## src/pkg/ipc_pkg.sv

```systemverilog
// package of constants and types for the injector command and fault block
// assumes a single 100 MHz clock domain
package ipc_pkg;
  localparam int          CLK_MHZ        = 100;
  localparam int          NCH            = 4;
  localparam int          TIME_W         = 16;
  localparam int          CNT_W          = 32;
  localparam int          US_PER_MS      = 1000;
  // cycles in one millisecond, derived from the clock rate
  localparam int          CYC_PER_MS     = US_PER_MS * CLK_MHZ;
  localparam logic [3:0]  CH_RST         = 4'h0;
  localparam logic [CNT_W-1:0] CNT_RST   = 32'h0000_0000;

  typedef enum logic [3:0] {
    IPC_DIRECT = 4'h1,
    IPC_CAL    = 4'h2,
    IPC_TRIG   = 4'h4,
    IPC_ANGLE  = 4'h8
  } ipc_mode_t;

  typedef enum logic [2:0] {
    IPC_TP_OFF = 3'h0,
    IPC_TP_CH1 = 3'h1,
    IPC_TP_CH2 = 3'h2,
    IPC_TP_CH3 = 3'h3,
    IPC_TP_CH4 = 3'h4
  } ipc_tpsel_t;

  typedef enum logic [2:0] {
    IPC_S_IDLE = 3'h1,
    IPC_S_ON   = 3'h2,
    IPC_S_OFF  = 3'h4
  } ipc_seq_t;

  // count of channels enabled in a mask
  function automatic logic [2:0] ipc_popcount(input logic [3:0] m);
    ipc_popcount = {2'h0, m[0]} + {2'h0, m[1]} + {2'h0, m[2]} + {2'h0, m[3]};
  endfunction
endpackage

```

## src/pkg/ipc_chan_if.sv

```systemverilog
// interface carrying per-channel command and current status to fault logic
// assumes both ends share CLK
`timescale 1ns/10ps
interface ipc_chan_if;
  logic [3:0] cmd;
  logic [3:0] cmd_end;
  logic [3:0] ls_end;
  logic [7:0] short_det;
  logic [7:0] low_reached;
  logic [7:0] clear;
  logic       override;
  logic [7:0] short_flag;
  logic [7:0] open_flag;
  modport ctl (output cmd, cmd_end, ls_end, short_det, low_reached, clear,
               override, input short_flag, open_flag);
  modport flt (input cmd, cmd_end, ls_end, short_det, low_reached, clear,
               override, output short_flag, open_flag);
endinterface

```

## src/rtl/ipc_fault.sv

```systemverilog
// fault flag store: short flags latch, open flags update at pulse end and clear in any cycle with override
// assumes channel bits 3:0 injector, 7:4 lowside
`timescale 1ns/10ps
module ipc_fault (
  input wire logic CLK,
  input wire logic RST_N,
  ipc_chan_if.flt  ch
);
  import ipc_pkg::*;
  logic [7:0] short_r, short_nxt;
  logic [7:0] open_r, open_nxt;
  logic [7:0] seen_r, seen_nxt;
  logic [7:0] ends;

  always_comb begin
    // lowside pulses are timed outside, so their ends arrive as strobes
    ends = {ch.ls_end, ch.cmd_end};
    // detection wins over a clear arriving in the same cycle
    short_nxt = (short_r & ~ch.clear) | ch.short_det;
    seen_nxt = seen_r | ch.low_reached;
    open_nxt = open_r;
    for (int i = 0; i < 8; i++) begin
      if (ends[i]) begin
        open_nxt[i] = ~ch.override & ~(seen_r[i] | ch.low_reached[i]);
        seen_nxt[i] = 1'b0;
      end
    end
    if (ch.override) begin
      open_nxt = 8'h00;
    end
  end

  always_ff @(posedge CLK or negedge RST_N) begin
    if (!RST_N) begin
      short_r <= 8'h00;
      open_r  <= 8'h00;
      seen_r  <= 8'h00;
    end else begin
      short_r <= short_nxt;
      open_r  <= open_nxt;
      seen_r  <= seen_nxt;
    end
  end

  assign ch.short_flag = short_r;
  assign ch.open_flag  = open_r;

  property p_short_hold;
    @(posedge CLK) disable iff (!RST_N)
      short_r[0] && !ch.clear[0] |=> short_r[0];
  endproperty
  a_short_hold: assert property (p_short_hold) else $error("short lost");

  property p_override;
    @(posedge CLK) disable iff (!RST_N)
      ch.override |=> open_r == 8'h00;
  endproperty
  a_override: assert property (p_override) else $error("open shown");

  property p_open_set;
    @(posedge CLK) disable iff (!RST_N)
      ch.cmd_end[1] && !ch.override && !seen_r[1] && !ch.low_reached[1]
      |=> open_r[1];
  endproperty
  a_open_set: assert property (p_open_set) else $error("open missed");

  c_short: cover property (@(posedge CLK) short_r[2]);
  c_open:  cover property (@(posedge CLK) open_r[0]);
endmodule

```

## src/rtl/ipc_top.sv

```systemverilog
// injector command mode selection, test pulse and fault reporting
// assumes synchronous inputs; sequence timing arrives as configuration
`timescale 1ns/10ps
module ipc_top (
  // clock and reset
  input  wire logic                   CLK,
  input  wire logic                   RST_N,
  // module control
  input  wire logic                   MODULE_ENABLE,
  input  wire logic                   SLOT_OCCUPIED,
  input  wire logic                   EXT_POWERED,
  input  wire ipc_pkg::ipc_mode_t     COMMAND_MODE_SELECT,
  input  wire logic [3:0]             CHAN_ENABLE,
  // direct and trigger inputs
  input  wire logic [3:0]             DIG_IN,
  input  wire logic [3:0]             DIG_INVERT,
  input  wire logic                   TRIG_FALLING,
  input  wire logic                   ANGLE_EVENT,
  // sequence and calibration timing in cycles, and pulse count
  input  wire logic [ipc_pkg::CNT_W-1:0] PULSE_ON_CYC,
  input  wire logic [ipc_pkg::CNT_W-1:0] PULSE_PERIOD_CYC,
  input  wire logic [ipc_pkg::TIME_W-1:0] PULSE_COUNT,
  // test pulse
  input  wire logic                   TEST_PULSE_REQUEST,
  input  wire ipc_pkg::ipc_tpsel_t    TEST_PULSE_CHANNEL,
  input  wire logic [ipc_pkg::TIME_W-1:0] TEST_PULSE_DURATION,
  // faults and current sense
  input  wire logic                   CRITICAL_FAULT_CLEAR,
  input  wire logic                   OPEN_FAULT_OVERRIDE,
  input  wire logic [7:0]             SHORT_DETECT,
  input  wire logic [7:0]             LOW_SETPOINT_REACHED,
  input  wire logic [3:0]             LOWSIDE_CMD_END,
  // outputs
  output logic                        MODULE_PRESENT_FLAG,
  output logic [3:0]                  INJ_CMD,
  output logic [3:0]                  LOWSIDE_KILL,
  output logic                        TEST_PULSE_BUSY,
  output logic [7:0]                  SHORT_FLAGS,
  output logic [7:0]                  OPEN_FLAGS
);
  import ipc_pkg::*;

  ipc_chan_if chif ();

  ipc_fault u_fault (
    .CLK   (CLK),
    .RST_N (RST_N),
    .ch    (chif.flt)
  );

  logic            present_r, present_nxt;
  logic [3:0]      cmd_r, cmd_nxt;
  logic [3:0]      kill_r, kill_nxt;
  logic [3:0]      trig_prev_r, trig_prev_nxt;
  ipc_seq_t        seq_r, seq_nxt;
  logic [CNT_W-1:0] tmr_r, tmr_nxt;
  logic [TIME_W-1:0] left_r, left_nxt;
  logic [3:0]      seq_mask_r, seq_mask_nxt;
  logic [3:0]      tp_mask_r, tp_mask_nxt;
  logic [CNT_W-1:0] tp_cnt_r, tp_cnt_nxt;
  logic            cal_armed_r, cal_armed_nxt;
  logic            busy_r, busy_nxt;
  logic [7:0]      sflag_r, oflag_r;
  logic [3:0]      level, rise, fall, edge_hit, mode_cmd;
  logic            run;

  assign run = present_r;

  always_comb begin
    present_nxt = MODULE_ENABLE & SLOT_OCCUPIED & EXT_POWERED;
    level = DIG_IN ^ DIG_INVERT;
    trig_prev_nxt = level;
    rise = level & ~trig_prev_r;
    fall = ~level & trig_prev_r;
    edge_hit = TRIG_FALLING ? fall : rise;
  end

  // sequence engine shared by calibration, triggered and angle modes
  always_comb begin
    seq_nxt = seq_r;
    tmr_nxt = tmr_r;
    left_nxt = left_r;
    seq_mask_nxt = seq_mask_r;
    cal_armed_nxt = cal_armed_r;
    case (seq_r)
      IPC_S_IDLE: begin
        if (run && COMMAND_MODE_SELECT == IPC_CAL && PULSE_COUNT != 16'h0000
            && ipc_popcount(CHAN_ENABLE) == 3'h1 && cal_armed_r) begin
          seq_nxt = IPC_S_ON;
          cal_armed_nxt = 1'b0;
          seq_mask_nxt = CHAN_ENABLE;
          tmr_nxt = CNT_RST;
          left_nxt = PULSE_COUNT;
        end else if (run && COMMAND_MODE_SELECT == IPC_TRIG
                     && |(edge_hit & CHAN_ENABLE)) begin
          seq_nxt = IPC_S_ON;
          seq_mask_nxt = edge_hit & CHAN_ENABLE;
          tmr_nxt = CNT_RST;
          left_nxt = PULSE_COUNT;
        end else if (run && COMMAND_MODE_SELECT == IPC_ANGLE
                     && ANGLE_EVENT) begin
          seq_nxt = IPC_S_ON;
          seq_mask_nxt = CHAN_ENABLE;
          tmr_nxt = CNT_RST;
          left_nxt = 16'h0001;
        end
      end
      IPC_S_ON: begin
        tmr_nxt = tmr_r + 32'h0000_0001;
        if (tmr_r + 32'h0000_0001 >= PULSE_ON_CYC) begin
          left_nxt = left_r - 16'h0001;
          seq_nxt = (left_r <= 16'h0001) ? IPC_S_IDLE : IPC_S_OFF;
        end
      end
      IPC_S_OFF: begin
        tmr_nxt = tmr_r + 32'h0000_0001;
        if (COMMAND_MODE_SELECT == IPC_ANGLE) begin
          if (ANGLE_EVENT) begin
            seq_nxt = IPC_S_ON;
            tmr_nxt = CNT_RST;
          end
        end else if (tmr_r + 32'h0000_0001 >= PULSE_PERIOD_CYC) begin
          seq_nxt = IPC_S_ON;
          tmr_nxt = CNT_RST;
        end
      end
      default: seq_nxt = IPC_S_IDLE;
    endcase
    if (!run) begin
      seq_nxt = IPC_S_IDLE;
    end
    // one calibration run per entry into the mode, else it would repeat
    if (!run || COMMAND_MODE_SELECT != IPC_CAL) begin
      cal_armed_nxt = 1'b1;
    end
  end

  // test pulse: channel picked from selector, duration in milliseconds
  always_comb begin
    tp_mask_nxt = tp_mask_r;
    tp_cnt_nxt = tp_cnt_r;
    if (|tp_mask_r) begin
      tp_cnt_nxt = tp_cnt_r - 32'h0000_0001;
      if (tp_cnt_r <= 32'h0000_0001) begin
        tp_mask_nxt = CH_RST;
      end
    end else if (run && TEST_PULSE_REQUEST && TEST_PULSE_DURATION != 16'h0000
                 && TEST_PULSE_CHANNEL != IPC_TP_OFF) begin
      tp_mask_nxt = 4'h1 << (TEST_PULSE_CHANNEL - 3'h1);
      tp_cnt_nxt = CNT_W'(TEST_PULSE_DURATION) * CNT_W'(CYC_PER_MS);
    end
    busy_nxt = |tp_mask_nxt;
  end

  always_comb begin
    mode_cmd = CH_RST;
    case (COMMAND_MODE_SELECT)
      IPC_DIRECT: mode_cmd = level & CHAN_ENABLE;
      IPC_CAL, IPC_TRIG, IPC_ANGLE:
        mode_cmd = (seq_r == IPC_S_ON) ? seq_mask_r : CH_RST;
      default: mode_cmd = CH_RST;
    endcase
    // open faults never gate a channel, only shorts do
    cmd_nxt = run ? ((mode_cmd | tp_mask_r) & ~sflag_r[3:0]) : CH_RST;
    kill_nxt = sflag_r[7:4];
  end

  assign chif.cmd         = cmd_r;
  assign chif.cmd_end     = cmd_r & ~cmd_nxt;
  assign chif.short_det   = SHORT_DETECT;
  assign chif.low_reached = LOW_SETPOINT_REACHED;
  assign chif.ls_end      = LOWSIDE_CMD_END;
  assign chif.clear       = {8{CRITICAL_FAULT_CLEAR}};
  assign chif.override    = OPEN_FAULT_OVERRIDE;

  always_ff @(posedge CLK or negedge RST_N) begin
    if (!RST_N) begin
      present_r   <= 1'b0;
      cmd_r       <= CH_RST;
      kill_r      <= CH_RST;
      trig_prev_r <= CH_RST;
      seq_r       <= IPC_S_IDLE;
      tmr_r       <= CNT_RST;
      left_r      <= 16'h0000;
      seq_mask_r  <= CH_RST;
      tp_mask_r   <= CH_RST;
      tp_cnt_r    <= CNT_RST;
      sflag_r     <= 8'h00;
      oflag_r     <= 8'h00;
      cal_armed_r <= 1'b1;
      busy_r      <= 1'b0;
    end else begin
      present_r   <= present_nxt;
      cmd_r       <= cmd_nxt;
      kill_r      <= kill_nxt;
      trig_prev_r <= trig_prev_nxt;
      seq_r       <= seq_nxt;
      tmr_r       <= tmr_nxt;
      left_r      <= left_nxt;
      seq_mask_r  <= seq_mask_nxt;
      tp_mask_r   <= tp_mask_nxt;
      tp_cnt_r    <= tp_cnt_nxt;
      sflag_r     <= chif.short_flag;
      oflag_r     <= chif.open_flag;
      cal_armed_r <= cal_armed_nxt;
      busy_r      <= busy_nxt;
    end
  end

  assign MODULE_PRESENT_FLAG = present_r;
  assign INJ_CMD             = cmd_r;
  assign LOWSIDE_KILL        = kill_r;
  assign TEST_PULSE_BUSY     = busy_r;
  assign SHORT_FLAGS         = sflag_r;
  assign OPEN_FLAGS          = oflag_r;

  property p_present;
    @(posedge CLK) disable iff (!RST_N)
      !MODULE_ENABLE |=> !MODULE_PRESENT_FLAG;
  endproperty
  a_present: assert property (p_present) else $error("present w/o enable");

  property p_direct;
    @(posedge CLK) disable iff (!RST_N)
      run && COMMAND_MODE_SELECT == IPC_DIRECT && tp_mask_r == 4'h0
      && sflag_r[0] == 1'b0 && CHAN_ENABLE[0]
      |=> INJ_CMD[0] == $past(DIG_IN[0] ^ DIG_INVERT[0]);
  endproperty
  a_direct: assert property (p_direct) else $error("direct mismatch");

  property p_cal_block;
    @(posedge CLK) disable iff (!RST_N)
      seq_r == IPC_S_IDLE && COMMAND_MODE_SELECT == IPC_CAL
      && ipc_popcount(CHAN_ENABLE) > 3'h1 |=> seq_r == IPC_S_IDLE;
  endproperty
  a_cal_block: assert property (p_cal_block) else $error("cal multi");

  property p_short_off;
    @(posedge CLK) disable iff (!RST_N)
      sflag_r[2] |=> !INJ_CMD[2];
  endproperty
  a_short_off: assert property (p_short_off) else $error("short ch on");

  property p_tp_off;
    @(posedge CLK) disable iff (!RST_N)
      tp_mask_r == 4'h0 && TEST_PULSE_CHANNEL == IPC_TP_OFF |=> tp_mask_r == 4'h0;
  endproperty
  a_tp_off: assert property (p_tp_off) else $error("tp disabled fired");

  property p_cal_once;
    @(posedge CLK) disable iff (!RST_N)
      seq_r == IPC_S_IDLE && !cal_armed_r && COMMAND_MODE_SELECT == IPC_CAL
      |=> seq_r == IPC_S_IDLE;
  endproperty
  a_cal_once: assert property (p_cal_once) else $error("cal rerun");

  property p_ls_kill;
    @(posedge CLK) disable iff (!RST_N)
      run |=> LOWSIDE_KILL == $past(SHORT_FLAGS[7:4]);
  endproperty
  a_ls_kill: assert property (p_ls_kill) else $error("lowside kill");

  property p_trig_start;
    @(posedge CLK) disable iff (!RST_N)
      run && COMMAND_MODE_SELECT == IPC_TRIG && seq_r == IPC_S_IDLE
      && CHAN_ENABLE[0] && !TRIG_FALLING && (DIG_IN[0] ^ DIG_INVERT[0])
      && !$past(DIG_IN[0] ^ DIG_INVERT[0]) |=> seq_r == IPC_S_ON;
  endproperty
  a_trig_start: assert property (p_trig_start) else $error("no trig");

  property p_angle_start;
    @(posedge CLK) disable iff (!RST_N)
      run && COMMAND_MODE_SELECT == IPC_ANGLE && seq_r == IPC_S_IDLE
      && ANGLE_EVENT |=> seq_r == IPC_S_ON;
  endproperty
  a_angle_start: assert property (p_angle_start) else $error("no angle");

  property p_open_run;
    @(posedge CLK) disable iff (!RST_N)
      run && COMMAND_MODE_SELECT == IPC_DIRECT && OPEN_FLAGS[1]
      && !sflag_r[1] && CHAN_ENABLE[1] && (DIG_IN[1] ^ DIG_INVERT[1])
      |=> INJ_CMD[1];
  endproperty
  a_open_run: assert property (p_open_run) else $error("open gated");

  property p_tp_one;
    @(posedge CLK) disable iff (!RST_N)
      TEST_PULSE_BUSY |-> $onehot(tp_mask_r);
  endproperty
  a_tp_one: assert property (p_tp_one) else $error("tp not one ch");

  c_direct: cover property (@(posedge CLK) INJ_CMD[0]);
  c_tp:     cover property (@(posedge CLK) TEST_PULSE_BUSY);
  c_seq:    cover property (@(posedge CLK) seq_r == IPC_S_OFF);
endmodule

```

## config.mk

```make
export PLATFORM = sky130hd
export DESIGN_NAME = ipc_top
export DESIGN_NICKNAME = d
export VERILOG_FILES = /design/src/pkg/ipc_pkg.sv /design/src/pkg/ipc_chan_if.sv /design/src/rtl/ipc_fault.sv /design/src/rtl/ipc_top.sv
export SDC_FILE = /design/constraint.sdc
export NUM_CORES = 1
export LEC_CHECK = 0
export BUFFER_PORTS_ARGS = -buffer_cell sky130_fd_sc_hd__buf_2
export CORE_MARGIN = 2
export CORE_UTILIZATION = 28
export CTS_CLUSTER_SIZE = 20
export DETAILED_ROUTE_END_ITERATION = 8
export GPL_TIMING_DRIVEN = 0
export PLACE_DENSITY = 0.52
export SETUP_SLACK_MARGIN = 0.5
export SYNTH_ARGS = -nofsm -noshare
export SYNTH_HDL_FRONTEND = slang
export SYNTH_SLANG_ARGS = --single-unit
```

## constraint.sdc

```tcl
create_clock -name CLK -period 4.49 [get_ports CLK]
set_input_delay 0.2245 -clock CLK [delete_from_list [all_inputs] [get_ports CLK]]
set_output_delay 0.2245 -clock CLK [all_outputs]
set_load 0.1 [all_outputs]
```

==> impl_metrics.tcl <==
set metrics [dict create \
    cts_tree "built" \
    slew_violations 0 \
    worstPathMaxFanout 10 \
    die_y_um 215.9 \
    place_area_um2 14330 \
    swShare_pct 42.38 \
    first_global_vias 11290 \
    num_vias 11150 \
    min_path_cells 3 \
    finalNetCount 2049 \
    p_switching_mw 2.730 \
    period_minus_slack_ns 4.066 \
    cp-start-kind "flip-flop" \
    core_area_um2 44320 \
    synthArstFlopShare_pct 100.0 \
    dieArea_um2 46630 \
    reg2reg_depth 19 \
    syn_nets 1795 \
    relSlewSlack_pct 34.62 \
    wire_per_inst_um 15.61 \
    combPwrFrac_pct 50.5 \
    clock_path_buffers 2 \
    drcViolationCount 0 \
    finalHoldViolations 0 \
    finalSetupTns_ns 0 \
    grt_overflow 0 \
    routed_wl_mm 35.73 \
    grt_pass1_wl_mm 56.79 \
    synthFlopType "dfrtp_1" \
    gp_congestion 0.8587 \
    synthMostInstantiatedCell "inv_1" \
    dp_hpwl_mm 27.51 \
    cp.required_ns 4.78 \
    synth-edff-count 0 \
    avgSynthCellArea_um2 8.807 \
    portBuffers 169 \
    cts-htree-levels 4 \
    die_w_um 215.9 \
    arrival_ns 4.35 \
    period_share_pct 90.55 \
    timing.rr.start "tmr_r[12]" \
    ant_nets 0 \
    synth_cell_types 74 \
    crit_type "flip-flop to flip-flop" \
    fin_skew_ns 0.01031 \
    final_layout_size_suffix_gt1_share_pct 26.25 \
    clkPwrFrac_pct 22.3 \
    syn_area_um2 12580 \
    pwr-share-seq_pct 27.2 \
    holdPathEnd "u_fault.seen_r[1]" \
    io_pins 171 \
    r2r_setup_slack_ns 0.42 \
    cts-root-buf "clkbuf_16" \
    rows 77 \
    clk_latency_ns 0.44 \
    fin_area_um2 16510 \
    cp-end-kind "flip-flop" \
    vdd_drop_max_mv 0.2549 \
    max_freq_ghz 0.2460 \
    hold_class "input port to flip-flop" \
    synth_common_cells "inv_1, ha_1, dfrtp_1, a21oi_1, nor2_1" \
    synth_warnings 0 \
    start_util_pct 28.38 \
    postSynthCellCount 1428 \
    power.total_mw 6.441 \
    status "finished clean" \
    ys_seq_area_share_pct 29.07 \
    num-fill-cells 4551 \
    synthTopCellsByArea "dfrtp_1, ha_1, inv_1" \
    hp-start "LOW_SETPOINT_REACHED[1]" \
    clkTransAtPathRegs_ns 0.07 \
    firstDrtPassIters 5 \
    p_int_mw 3.711 \
    drv_cap 0 \
    yosysTopAreaCellShare_pct 28.65 \
    ys_seq_elements 146 \
    crit_start "tmr_r[12]" \
    rsz0062_at_grt "true" \
    grt_antenna_before_repair 2 \
    reg2reg_to "tmr_r[17]" \
    routed_via_density 4.871 \
    area_growth_pct 31.28 \
    powerDensity_nw_per_um2 390.1 \
    tightest_slew_ns 0.9671 \
    leakage_nw 7.905 \
    cts.sinks 146 \
    grt_max_degree 93 \
    first_iter_violations 567 \
    grt_usage_pct 14.92 \
    setup_viol 0 \
    yosysTopAreaCell "dfrtp_1" \
    cts_made_buffers 17 \
]
-- flip-flops by register name, indices dropped and copies added, names as in the netlist --
register	count
tp_cnt_r	32
TEST_PULSE_BUSY	1
cal_armed_r	1
left_r	16
INJ_CMD	4
u_fault.ch.open_flag	8
MODULE_PRESENT_FLAG	1
u_fault.ch.short_flag	8
u_fault.seen_r	8
SHORT_FLAGS	8
tmr_r	32
tp_mask_r	4
trig_prev_r	4
seq_mask_r	4
OPEN_FLAGS	8
LOWSIDE_KILL	4
seq_r	3
-- metrics by stage --
| step | hold slack [ns] | util, % | worst slack (ns) | instances |
|---|---|---|---|---|
| detailed placement | 0.2266 | 32.34 | -0.8672 | 2190 |
| global placement | 0.3559 | 32.27 | -0.8637 | 2189 |
| CTS | 0.002768 | 35.25 | 0.4919 | 2254 |
| floorplan | -0.07109 | - | 0.4762 | 1428 |
| finish | 0.01664 | 37.26 | 0.4243 | 2288 |
| global route | 0.02418 | 37.26 | 0.2473 | 2288 |
-- power by group through the flow --
| stage | logic [mW] | registers [mW] | clock network [mW] |
|---|---|---|---|
| 2_1_floorplan | 2.17 | 1.80 | 0 |
| 3_3_place_gp | 2.92 | 1.76 | 0 |
| 3_5_place_dp | 2.95 | 1.76 | 0 |
| 4_1_cts | 3.07 | 1.74 | 1.47 |
| 5_1_grt | 3.68 | 1.78 | 1.53 |
| 6_report | 3.25 | 1.75 | 1.44 |
-- worst max path at each step --
stage / endpoint / depth (start not counted)
after floorplan: tp_cnt_r[28] / 20
after global placement: tmr_r[23] / 17
after detailed placement: tmr_r[15] / 17
after CTS: tp_cnt_r[30] / 21
after global routing: left_r[6] / 19
final: tmr_r[17] / 19
-- layout make-up --
| type | instances | area (um^2) | share of cell area, % |
|---|---|---|---|
| multi-input cells | 1049 | 9066 | 54.91 |
| flip-flops and latches | 146 | 3659 | 22.16 |
| repair buffers | 234 | 1470 | 8.904 |
| inverters | 202 | 760.7 | 4.607 |
| well taps | 592 | 740.7 | 4.486 |
| clock buffers | 17 | 425.4 | 2.577 |
| plain buffers | 32 | 207.7 | 1.258 |
| clock inverters | 15 | 178.9 | 1.084 |
| diodes | 1 | 2.502 | 0.01516 |
-- per-layer routing --
layer	global-route usage (%)	part of all wire (%)	vias to the layer above
met1	19.11	46	5380
met4	4.201	1.8	2
li1	-	-	5543
met5	0	0.036	-
met2	26.40	49	185
met3	1.748	2.7	35
-- cell usage in the layout (no fill, tap or decap), types with 10 or more instances in the layout --
cell type / instances
inv_1: 193
buf_2: 161
ha_1: 157
dfrtp_1: 142
nor2_1: 90
a21oi_1: 80
nand2_1: 78
a31oi_1: 50
o21ai_0: 48
buf_4: 46
fa_1: 37
a21o_1: 34
a21oi_2: 28
xor2_1: 26
nor3_1: 25
xnor2_1: 25
ha_4: 22
clkbuf_1: 21
or3_1: 20
buf_6: 18
clkbuf_16: 18
nand3_1: 17
nor4_1: 15
nand4_1: 15
dlygate4sd3_1: 14
nor2b_1: 13
nand2b_1: 13
mux2i_1: 13
o21ai_1: 12
a211oi_1: 11
and3_4: 10
-- critical path: stages, from the launching register on --
cell,delay (ns)
dfrtp_1,0.42
and3_4,0.24
and4_4,0.24
and2_4,0.15
and2_4,0.18
nand3_4,0.11
nor2_4,0.27
xor2_4,0.12
ha_4,0.29
nand4_1,0.11
or2_4,0.30
nor2_4,0.16
o21a_1,0.19
a31oi_4,0.06
a2111oi_4,0.39
buf_6,0.19
nor2_4,0.08
buf_8,0.17
a21oi_1,0.16
a31oi_1,0.06
-- cell families (layout without fill, tap and decap cells) --
kind of cell | count (synthesis) | in the layout | share of synthesized area, %
and+or+nand+nor | 381 | 382 | 15.39
AOI/OAI and AO/OA | 364 | 364 | 18.35
buffers and inverters | 234 | 500 | 7.063
adders and majority gates | 222 | 222 | 24.29
DFF | 146 | 146 | 29.07
xor gates and xnor gates | 65 | 65 | 4.526
muxes | 16 | 16 | 1.303
other | 0 | 1 | 0
-- timing repair --
action / 4_1_cts / 5_1_grt
hold buffers: 14 / 0
setup buffers: 18 / 27
cloned: 0 / 6
hold endpoints to repair: 66 / 0
pin swaps: 18 / 70
gates resized for setup: 86 / 147
setup endpoints to repair: 59 / 63
(Power assumes the default switching activity.)
